===== src/rtl/wdt_regs.vh =====
// constants for the watchdog timeout counter: offsets, fields, resets, counts
// assumes a 32-bit avalon-mm slave with byte addresses, one word per register
`ifndef WDT_REGS_VH
`define WDT_REGS_VH

// ----------------------------------------------------------------------
// register indices (byte address = 4 * index)
// ----------------------------------------------------------------------
`define WDT_IDX_CLEAR     16'hffff
`define WDT_IDX_CFG       16'h0010
`define WDT_IDX_CAUSE     16'h0011
`define WDT_IDX_BRK       16'h0012
`define WDT_IDX_STAT      16'h0013

// ----------------------------------------------------------------------
// field positions
// ----------------------------------------------------------------------
`define WDT_CFG_DIS_BIT   0
`define WDT_CFG_RATE_BIT  1
`define WDT_CFG_PIN_BIT   2
`define WDT_CAUSE_WD_BIT  0
`define WDT_BRK_DIS_BIT   0
`define WDT_STAT_WD_LSB   12
`define WDT_STAT_ACT_BIT  18
`define WDT_STAT_POR_BIT  19

// ----------------------------------------------------------------------
// reset values
// ----------------------------------------------------------------------
`define WDT_CFG_RST       3'h4
`define WDT_BRK_RST       1'h0
`define WDT_VEC_LO_RST    8'h00

// ----------------------------------------------------------------------
// widths and timing counts, in quad bus clock cycles
// ----------------------------------------------------------------------
`define WDT_PRE_W         12
`define WDT_WD_W          6
`define WDT_POR_CYCLES    4096
`define WDT_PIN_CYCLES    32
`define WDT_SVC_KEEP      4

`endif


===== src/rtl/wdt_pulse_stretch.v =====
// stretches a one-cycle start pulse into a level of a fixed number of cycles
// assumes start is synchronous to clk_in; a start while busy restarts the count
module wdt_pulse_stretch #(
  parameter CYCLES = 32,
  parameter CW     = 6
) (
  input  wire clk_in,
  input  wire rst_in,
  input  wire start_in,
  output wire active_out
);

  // ----------------------------------------------------------------------
  // down counter
  // ----------------------------------------------------------------------
  reg  [CW-1:0] remain;

  always @(posedge clk_in or posedge rst_in) begin
    if (rst_in) begin
      remain <= {CW{1'b0}};
    end else if (start_in) begin
      remain <= CYCLES[CW-1:0];
    end else if (remain != {CW{1'b0}}) begin
      remain <= remain - {{(CW-1){1'b0}}, 1'b1};
    end
  end

  assign active_out = (remain != {CW{1'b0}});

endmodule // wdt_pulse_stretch


===== src/rtl/wdt_top.v =====
// watchdog timeout counter: prescaler, watchdog counter, reset generation
// assumes core_clk_in is the quad bus clock and all inputs are synchronous
`include "wdt_regs.vh"

module wdt_top #(
  parameter [7:0] VEC_LO = `WDT_VEC_LO_RST
) (
  input  wire        core_clk_in,
  input  wire        rst_in,
  // avalon-mm slave
  input  wire [17:0] avs_address_in,
  input  wire        avs_read_in,
  input  wire        avs_write_in,
  input  wire [31:0] avs_writedata_in,
  output reg  [31:0] avs_readdata_out,
  output wire        avs_waitrequest_out,
  // device state
  input  wire        stop_mode_in,
  input  wire        wait_mode_in,
  input  wire        monitor_mode_in,
  input  wire        test_entry_voltage_in,
  input  wire        break_active_in,
  input  wire        internal_reset_in,
  // reset outputs
  output reg         system_reset_out,
  output wire        reset_pin_out,
  output wire        reset_pin_oe_n_out
);

  // ----------------------------------------------------------------------
  // decode helpers
  // ----------------------------------------------------------------------
  function is_idx;
    input [17:0] addr;
    input [15:0] idx;
    begin
      is_idx = (addr[17:2] == idx);
    end
  endfunction

  // ----------------------------------------------------------------------
  // bus handshake
  // ----------------------------------------------------------------------
  // every access takes two edges: data is set up at the first, and the
  // master sees waitrequest low and completes at the second
  localparam BUS_IDLE = 1'b0;
  localparam BUS_DONE = 1'b1;

  reg         bus_state;
  reg         next_bus_state;
  wire        bus_ack;
  wire        bus_req;
  wire        bus_take;
  wire        wr_take;
  wire        hit_clear;
  wire        hit_cfg;
  wire        hit_cause;
  wire        hit_brk;
  wire        hit_stat;

  assign bus_ack             = (bus_state == BUS_DONE);
  assign bus_req             = avs_read_in | avs_write_in;
  assign avs_waitrequest_out = bus_req & ~bus_ack;
  assign bus_take            = bus_req & bus_ack;
  assign wr_take             = bus_take & avs_write_in;

  assign hit_clear = is_idx(avs_address_in, `WDT_IDX_CLEAR);
  assign hit_cfg   = is_idx(avs_address_in, `WDT_IDX_CFG);
  assign hit_cause = is_idx(avs_address_in, `WDT_IDX_CAUSE);
  assign hit_brk   = is_idx(avs_address_in, `WDT_IDX_BRK);
  assign hit_stat  = is_idx(avs_address_in, `WDT_IDX_STAT);

  always @* begin
    next_bus_state = BUS_IDLE;
    case (bus_state)
      BUS_IDLE: begin
        if (bus_req) begin
          next_bus_state = BUS_DONE;
        end
      end
      BUS_DONE: begin
        // one wait cycle, then back to idle whatever the master does
        next_bus_state = BUS_IDLE;
      end
      default: begin
        next_bus_state = BUS_IDLE;
      end
    endcase
  end

  always @(posedge core_clk_in or posedge rst_in) begin
    if (rst_in) begin
      bus_state <= BUS_IDLE;
    end else begin
      bus_state <= next_bus_state;
    end
  end

  // ----------------------------------------------------------------------
  // configuration, write once after each reset; break disable writable at any time
  // ----------------------------------------------------------------------
  reg  [2:0] cfg;
  reg        cfg_locked;
  reg        brk_dis;
  wire       watchdog_disable;
  wire       watchdog_rate_select;
  wire       reset_pin_enable;

  always @(posedge core_clk_in or posedge rst_in) begin
    if (rst_in) begin
      cfg        <= `WDT_CFG_RST;
      cfg_locked <= 1'b0;
    end else if (wr_take && hit_cfg && !cfg_locked) begin
      // later writes are ignored until the next reset, like a fuse
      cfg        <= avs_writedata_in[2:0];
      cfg_locked <= 1'b1;
    end
  end

  always @(posedge core_clk_in or posedge rst_in) begin
    if (rst_in) begin
      brk_dis <= `WDT_BRK_RST;
    end else if (wr_take && hit_brk) begin
      brk_dis <= avs_writedata_in[`WDT_BRK_DIS_BIT];
    end
  end

  assign watchdog_disable     = cfg[`WDT_CFG_DIS_BIT];
  assign watchdog_rate_select = cfg[`WDT_CFG_RATE_BIT];
  assign reset_pin_enable     = cfg[`WDT_CFG_PIN_BIT];

  // ----------------------------------------------------------------------
  // activity conditions
  // ----------------------------------------------------------------------
  // wait mode is deliberately not an input to any of this: the counters
  // keep running, so firmware that idles in wait must still service it
  wire monitor_off;
  wire break_off;
  wire wd_active;
  wire wait_unused;

  assign monitor_off = monitor_mode_in & test_entry_voltage_in;
  assign break_off   = monitor_mode_in & break_active_in & brk_dis;
  assign wd_active   = ~watchdog_disable & ~monitor_off & ~break_off;
  assign wait_unused = wait_mode_in;

  // ----------------------------------------------------------------------
  // power-on delay
  // ----------------------------------------------------------------------
  reg  [12:0] por_cnt;
  reg         por_done;
  wire        por_clear;

  assign por_clear = ~por_done & (por_cnt == `WDT_POR_CYCLES - 1);

  always @(posedge core_clk_in or posedge rst_in) begin
    if (rst_in) begin
      por_cnt <= 13'h0000;
    end else if (!por_done) begin
      por_cnt <= por_cnt + 13'h0001;
    end
  end

  // the delay runs once per reset and then stays done, so the count stops
  always @(posedge core_clk_in or posedge rst_in) begin
    if (rst_in) begin
      por_done <= 1'b0;
    end else if (por_clear) begin
      por_done <= 1'b1;
    end
  end

  // ----------------------------------------------------------------------
  // prescaler and watchdog counter
  // ----------------------------------------------------------------------
  // the prescaler ticks on every quad bus clock; there is no divider
  // because the core clock is that clock itself
  reg  [`WDT_PRE_W-1:0] pre;
  reg  [`WDT_WD_W-1:0]  wd;
  reg  [`WDT_PRE_W-1:0] next_pre;
  reg  [`WDT_WD_W-1:0]  next_wd;
  reg                   stop_q;
  wire [`WDT_PRE_W-1:0] svc_keep;
  wire                  pre_wrap;
  wire                  timeout;
  wire                  service;
  wire                  stop_entry;

  assign pre_wrap   = (pre == {`WDT_PRE_W{1'b1}});
  assign service    = wr_take & hit_clear;
  assign stop_entry = stop_mode_in & ~stop_q;

  // a clear write zeroes the upper stages only; the low stages keep
  // running, so a period after a clear is a few cycles short
  genvar g;
  generate
    for (g = 0; g < `WDT_PRE_W; g = g + 1) begin : g_keep
      assign svc_keep[g] = (g < `WDT_SVC_KEEP);
    end
  endgenerate

  // short period ends when the count crosses 2^13, long at 2^18
  wire short_end;
  wire long_end;

  assign short_end = pre_wrap & wd[0];
  assign long_end  = pre_wrap & (wd == {`WDT_WD_W{1'b1}});
  assign timeout   = wd_active & ~stop_mode_in &
                     (watchdog_rate_select ? short_end : long_end);

  always @* begin
    next_pre = pre;
    next_wd  = wd;
    if (internal_reset_in || timeout || !wd_active) begin
      next_pre = {`WDT_PRE_W{1'b0}};
      next_wd  = {`WDT_WD_W{1'b0}};
    end else if (stop_entry || stop_mode_in) begin
      next_pre = {`WDT_PRE_W{1'b0}};
    end else if (service) begin
      next_pre = pre & svc_keep;
      next_wd  = {`WDT_WD_W{1'b0}};
    end else if (por_clear) begin
      next_pre = {`WDT_PRE_W{1'b0}};
    end else begin
      next_pre = pre + {{(`WDT_PRE_W-1){1'b0}}, 1'b1};
      if (pre_wrap) begin
        next_wd = wd + {{(`WDT_WD_W-1){1'b0}}, 1'b1};
      end
    end
  end

  always @(posedge core_clk_in or posedge rst_in) begin
    if (rst_in) begin
      pre <= {`WDT_PRE_W{1'b0}};
    end else begin
      pre <= next_pre;
    end
  end

  always @(posedge core_clk_in or posedge rst_in) begin
    if (rst_in) begin
      wd <= {`WDT_WD_W{1'b0}};
    end else begin
      wd <= next_wd;
    end
  end

  always @(posedge core_clk_in or posedge rst_in) begin
    if (rst_in) begin
      stop_q <= 1'b0;
    end else begin
      stop_q <= stop_mode_in;
    end
  end

  // ----------------------------------------------------------------------
  // reset generation and cause flag
  // ----------------------------------------------------------------------
  // the watchdog raises no interrupt; a timeout only ever resets
  reg  wd_flag;
  wire pin_active;

  always @(posedge core_clk_in or posedge rst_in) begin
    if (rst_in) begin
      system_reset_out <= 1'b0;
    end else begin
      system_reset_out <= timeout;
    end
  end

  // set wins over a clear written in the same cycle
  always @(posedge core_clk_in or posedge rst_in) begin
    if (rst_in) begin
      wd_flag <= 1'b0;
    end else if (timeout) begin
      wd_flag <= 1'b1;
    end else if (wr_take && hit_cause && avs_writedata_in[`WDT_CAUSE_WD_BIT]) begin
      wd_flag <= 1'b0;
    end
  end

  wdt_pulse_stretch #(
    .CYCLES (`WDT_PIN_CYCLES),
    .CW     (6)
  ) u_pin_stretch (
    .clk_in     (core_clk_in),
    .rst_in     (rst_in),
    .start_in   (timeout & reset_pin_enable),
    .active_out (pin_active)
  );

  // open drain: only ever pulls low
  assign reset_pin_out      = 1'b0;
  assign reset_pin_oe_n_out = ~pin_active;

  // ----------------------------------------------------------------------
  // read data
  // ----------------------------------------------------------------------
  // reading the clear address has no side effect on the counters
  reg [31:0] rd_mux;

  always @* begin
    rd_mux = 32'h0000_0000;
    if (hit_clear) begin
      rd_mux[7:0] = VEC_LO;
    end else if (hit_cfg) begin
      rd_mux[2:0] = cfg;
    end else if (hit_cause) begin
      rd_mux[`WDT_CAUSE_WD_BIT] = wd_flag;
    end else if (hit_brk) begin
      rd_mux[`WDT_BRK_DIS_BIT] = brk_dis;
    end else if (hit_stat) begin
      rd_mux[`WDT_PRE_W-1:0]                       = pre;
      rd_mux[`WDT_STAT_WD_LSB+`WDT_WD_W-1:`WDT_STAT_WD_LSB] = wd;
      rd_mux[`WDT_STAT_ACT_BIT]                    = wd_active;
      rd_mux[`WDT_STAT_POR_BIT]                    = por_done;
    end
  end

  always @(posedge core_clk_in or posedge rst_in) begin
    if (rst_in) begin
      avs_readdata_out <= 32'h0000_0000;
    end else if (avs_read_in && !bus_ack) begin
      avs_readdata_out <= rd_mux;
    end
  end

endmodule // wdt_top

===== config.mk =====
export PLATFORM = sky130hd
export DESIGN_NAME = wdt_top
export DESIGN_NICKNAME = d
export VERILOG_FILES = /design/src/rtl/wdt_pulse_stretch.v /design/src/rtl/wdt_top.v
export VERILOG_INCLUDE_DIRS = /design/src /design/src/rtl
export SDC_FILE = /design/constraint.sdc
export NUM_CORES = 1
export LEC_CHECK = 0
export ABC_AREA = 1
export BUFFER_PORTS_ARGS = -buffer_cell sky130_fd_sc_hd__buf_2
export CORE_ASPECT_RATIO = 1.2
export CORE_MARGIN = 10
export CORE_UTILIZATION = 45
export CTS_CLUSTER_DIAMETER = 200
export DETAILED_ROUTE_END_ITERATION = 12
export PLACE_DENSITY = 0.71
export SLEW_MARGIN = 5
export SYNTH_ARGS = -nofsm -noshare
export SYNTH_HDL_FRONTEND = slang
export SYNTH_HIERARCHICAL = 1
export SYNTH_SLANG_ARGS = --single-unit

===== constraint.sdc =====
create_clock -name core_clk_in -period 1.94 [get_ports core_clk_in]
set_input_delay 0.291 -clock core_clk_in [delete_from_list [all_inputs] [get_ports core_clk_in]]
set_output_delay 0.291 -clock core_clk_in [all_outputs]
set_load 0.01 [all_outputs]

==> impl_metrics.ini <==
[synth]
ys_warn_count = 6
netlist_instances = 458
synthSimpleGateAreaFrac_pct = 33.3
syn-mean-instance-area_um2 = 8.09
ys_types = 36
synth_area_um2 = 3700
ys_seq_elements = 66
yosysSeqAreaShare_pct = 44.6
synth_mux_area_share_pct = 0
synth_compound_area_share_pct = 5.98
synth_top_family_by_area = simple AND/OR/NAND/NOR gates
synthAdderAreaFrac_pct = 1.69
synth_xor_area_share_pct = 4.96

[setup_path]
cp_slowest_cell = dfrtp_1
startpoint = pre[0]$_DFFE_PP0P_
critical_path.startpoint_type = register
r2r_start = pre[0]$_DFFE_PP0P_
r2r_end = u_pin_stretch/remain[1]$_DFFE_PP0P_
path_cells = ha_1 > nand2_2 > nor2_4 > nand3_4 > nor2_8 > nand2_2 > nor2_2 > inv_1 > nand4_1 > nand2_1 > o21ai_1
critPathArrivalTime_ns = 2.03
crit_path_end_kind = register
reg2regPathDepth = 11
reg2reg_slack_ns = 0.19
path_class = reg -> reg
crit_path_end = u_pin_stretch/remain[1]$_DFFE_PP0P_
critPathMostFrequentCell = nand2_2
crit_fanout = 5
worstPathRequired_ns = 2.22
max_stage_delay_ns = 0.37

[die]
ioPinCount = 96
rows = 36
dieArea_um2 = 12300
start_util_pct = 45.9
die_w_um = 103
core-area_um2 = 8060
die_h_um = 119

[drt]
drtPass1Iterations = 4
ant_nets = 0
dr.first_iter.drc_count = 122
wl_per_cell_um = 13.1
via_count = 3072
drcViolationCount = 0
drt_wl_total_um = 8160
avgViaCountPerCell = 4.92

[timing]
finalSetupViolations = 0
layout_min_cycle_time_ns = 1.75
max-slew-margin-rel_pct = 63.1
tightestPinTransition_ns = 0.553
finalMaxSlewViolations = 0
fin_skew_ns = 0.00976
fmax_mhz = 571
finalCritPeriodShare_pct = 90.3
hold_viol = 0

[layout]
drive_gt1_share_pct = 23.6
antenna_cells = 0
syn2layout_area_growth_pct = 15.7
final_core_util_pct = 53.2
layoutNonFillerInstCount = 625
nNetsFinal = 590
fin_area_um2 = 4290

[place]
io_buffers = 50
place_congestion = 0.852
place_inst = 608
dpl_cell_area_um2 = 4070
dpl.hpwl_um = 6380

[grt]
grt_max_degree = 31
grt.overflow.total = 0
track_usage_pct = 13.8
grt_pass1_vias = 3068
grt_pass1_wl_um = 13800
antenna_found_initial = 0

[clock_network]
cts.path.max_buffers = 2
clock_sinks = 66
insertion_delay_ns = 0.35
path_clk_slew_ns = 0.07
numCtsBuffers = 9
cts_tree = yes
clock-root-buffer = clkbuf_8
cts.htree.levels = 3
cts_post_setup_buffers_inserted = 0

[power]
leakage_uw = 0.00228
power.density_nw_per_um2 = 637
ir_drop_mv = 0.265
report.power.total_uw = 2730

[job]
maxCapViolations = 0

[status]
status = complete, no violations

[min_path]
hp-start = avs_writedata_in[2]
hold_path_class = in -> reg
[cells by family (layout without fill, tap and decap cells)]
family / count (synthesis) / after routing
and+or+nand+nor: 254 / 254
buffers and inverters: 74 / 134
DFF: 66 / 66
AOI/OAI and AO/OA: 37 / 37
xor gates and xnor gates: 21 / 21
adders and majority gates: 5 / 5
other: 1 / 13
[power breakdown]
group          leakage, µW  internal (µW)  switching, µW
registers         0.000891           1380           3.43
logic              0.00128           55.3            132
clock network     0.000103            625            537
total              0.00228           2060            672
[flip-flops by register name, summed over array words and instances, names as in the netlist, 3 cells and up]
signal and cells:
u_pin_stretch/remain 6, wd 6, pre 12, cfg 3, avs_readdata_out 20, por_cnt 13
[synth_stat cells (all sizes together)]
master    n  area (µm²)
nor2     73         389
clkbuf    3        11.3
nand4    15         100
nand3    34         210
o21ai    17        85.1
and2      1        6.26
and3      1        6.26
ha        5        62.6
xnor2     3        26.3
dfrtp    65        1630
o31ai    12        90.1
xor2     18         158
nand2   124         488
a21oi     7        38.8
or2       3        18.8
clkinv    1        3.75
conb      1        3.75
nor3      3        15.0
buf      15         120
inv      55         211
o21bai    1        7.51
dfstp     1        26.3
[layout make-up]
| type | instances | area [µm²] |
|---|---|---|
| Fill cell | 738 | 3780 |
| Tap cell | 95 | 119 |
| Timing Repair Buffer | 62 | 343 |
| Clock inverter | 5 | 53.8 |
| Multi-Input combinational cell | 330 | 1760 |
| Clock buffer | 11 | 141 |
| Inverter | 56 | 215 |
| Sequential cell | 66 | 1650 |
[metal layers]
metal | track usage [%] | vias up | wire (µm)
met5 | 0 | - | 0
met3 | 2.54 | 12 | 380
li1 | - | 1557 | -
met4 | 5.84 | 0 | 133
met1 | 16.6 | 1443 | 3570
met2 | 23.3 | 60 | 4070
[worst max-delay path, delay by kind of cell (launching register included)]
kind	cells	cell delay [ns]
DFF	1	0.37
adders and majority gates	1	0.21
buffers and inverters	1	0.11
and+or+nand+nor	8	0.93
AOI/OAI and AO/OA	1	0.07
[layout by cell type, fill, tap and decap left out, drive strengths merged]
master,n
dfstp,1
conb,13
or2,3
nand3,34
dlygate4sd3,1
o21ai,17
and2,1
and3,1
clkbuf,11
nand2,124
dfrtp,65
inv,55
xnor2,3
bufinv,1
nand4,15
clkinv,5
nor2,73
buf,61
nor3,3
xor2,18
ha,5
a21oi,7
o21bai,1
o31ai,12
[timing repair]
action | in CTS | in global routing
endpoints found under the setup margin | 0 | 8
hold endpoints to repair | 6 | 0
hold buffers | 1 | 0
gates resized for setup | 0 | 2
[metrics by stage]
stage | setup TNS [ns] | hold WS [ns] | setup slack (ns)
after floorplan | 0 | 0.0820 | 0.166
after global placement | 0 | 0.236 | 0.115
after detailed placement | 0 | 0.245 | 0.0829
after CTS | 0 | 0.177 | 0.0251
after global routing | -0.00153 | 0.198 | -0.00153
final | 0 | 0.192 | 0.189
[worst min path at each step]
stage,end,slack [ns],depth (start not counted)
after global routing,cfg[2]$_DFFE_PP1P_,0.20,3
after CTS,cfg[2]$_DFFE_PP1P_,0.18,3
after detailed placement,u_pin_stretch/remain[0]$_DFFE_PP0P_,0.24,2
final,cfg[2]$_DFFE_PP1P_,0.19,3
after global placement,u_pin_stretch/remain[3]$_DFFE_PP0P_,0.24,2
after floorplan,u_pin_stretch/remain[0]$_DFFE_PP0P_,0.08,1
No activity file was read; power rests on OpenSTA's default activity.
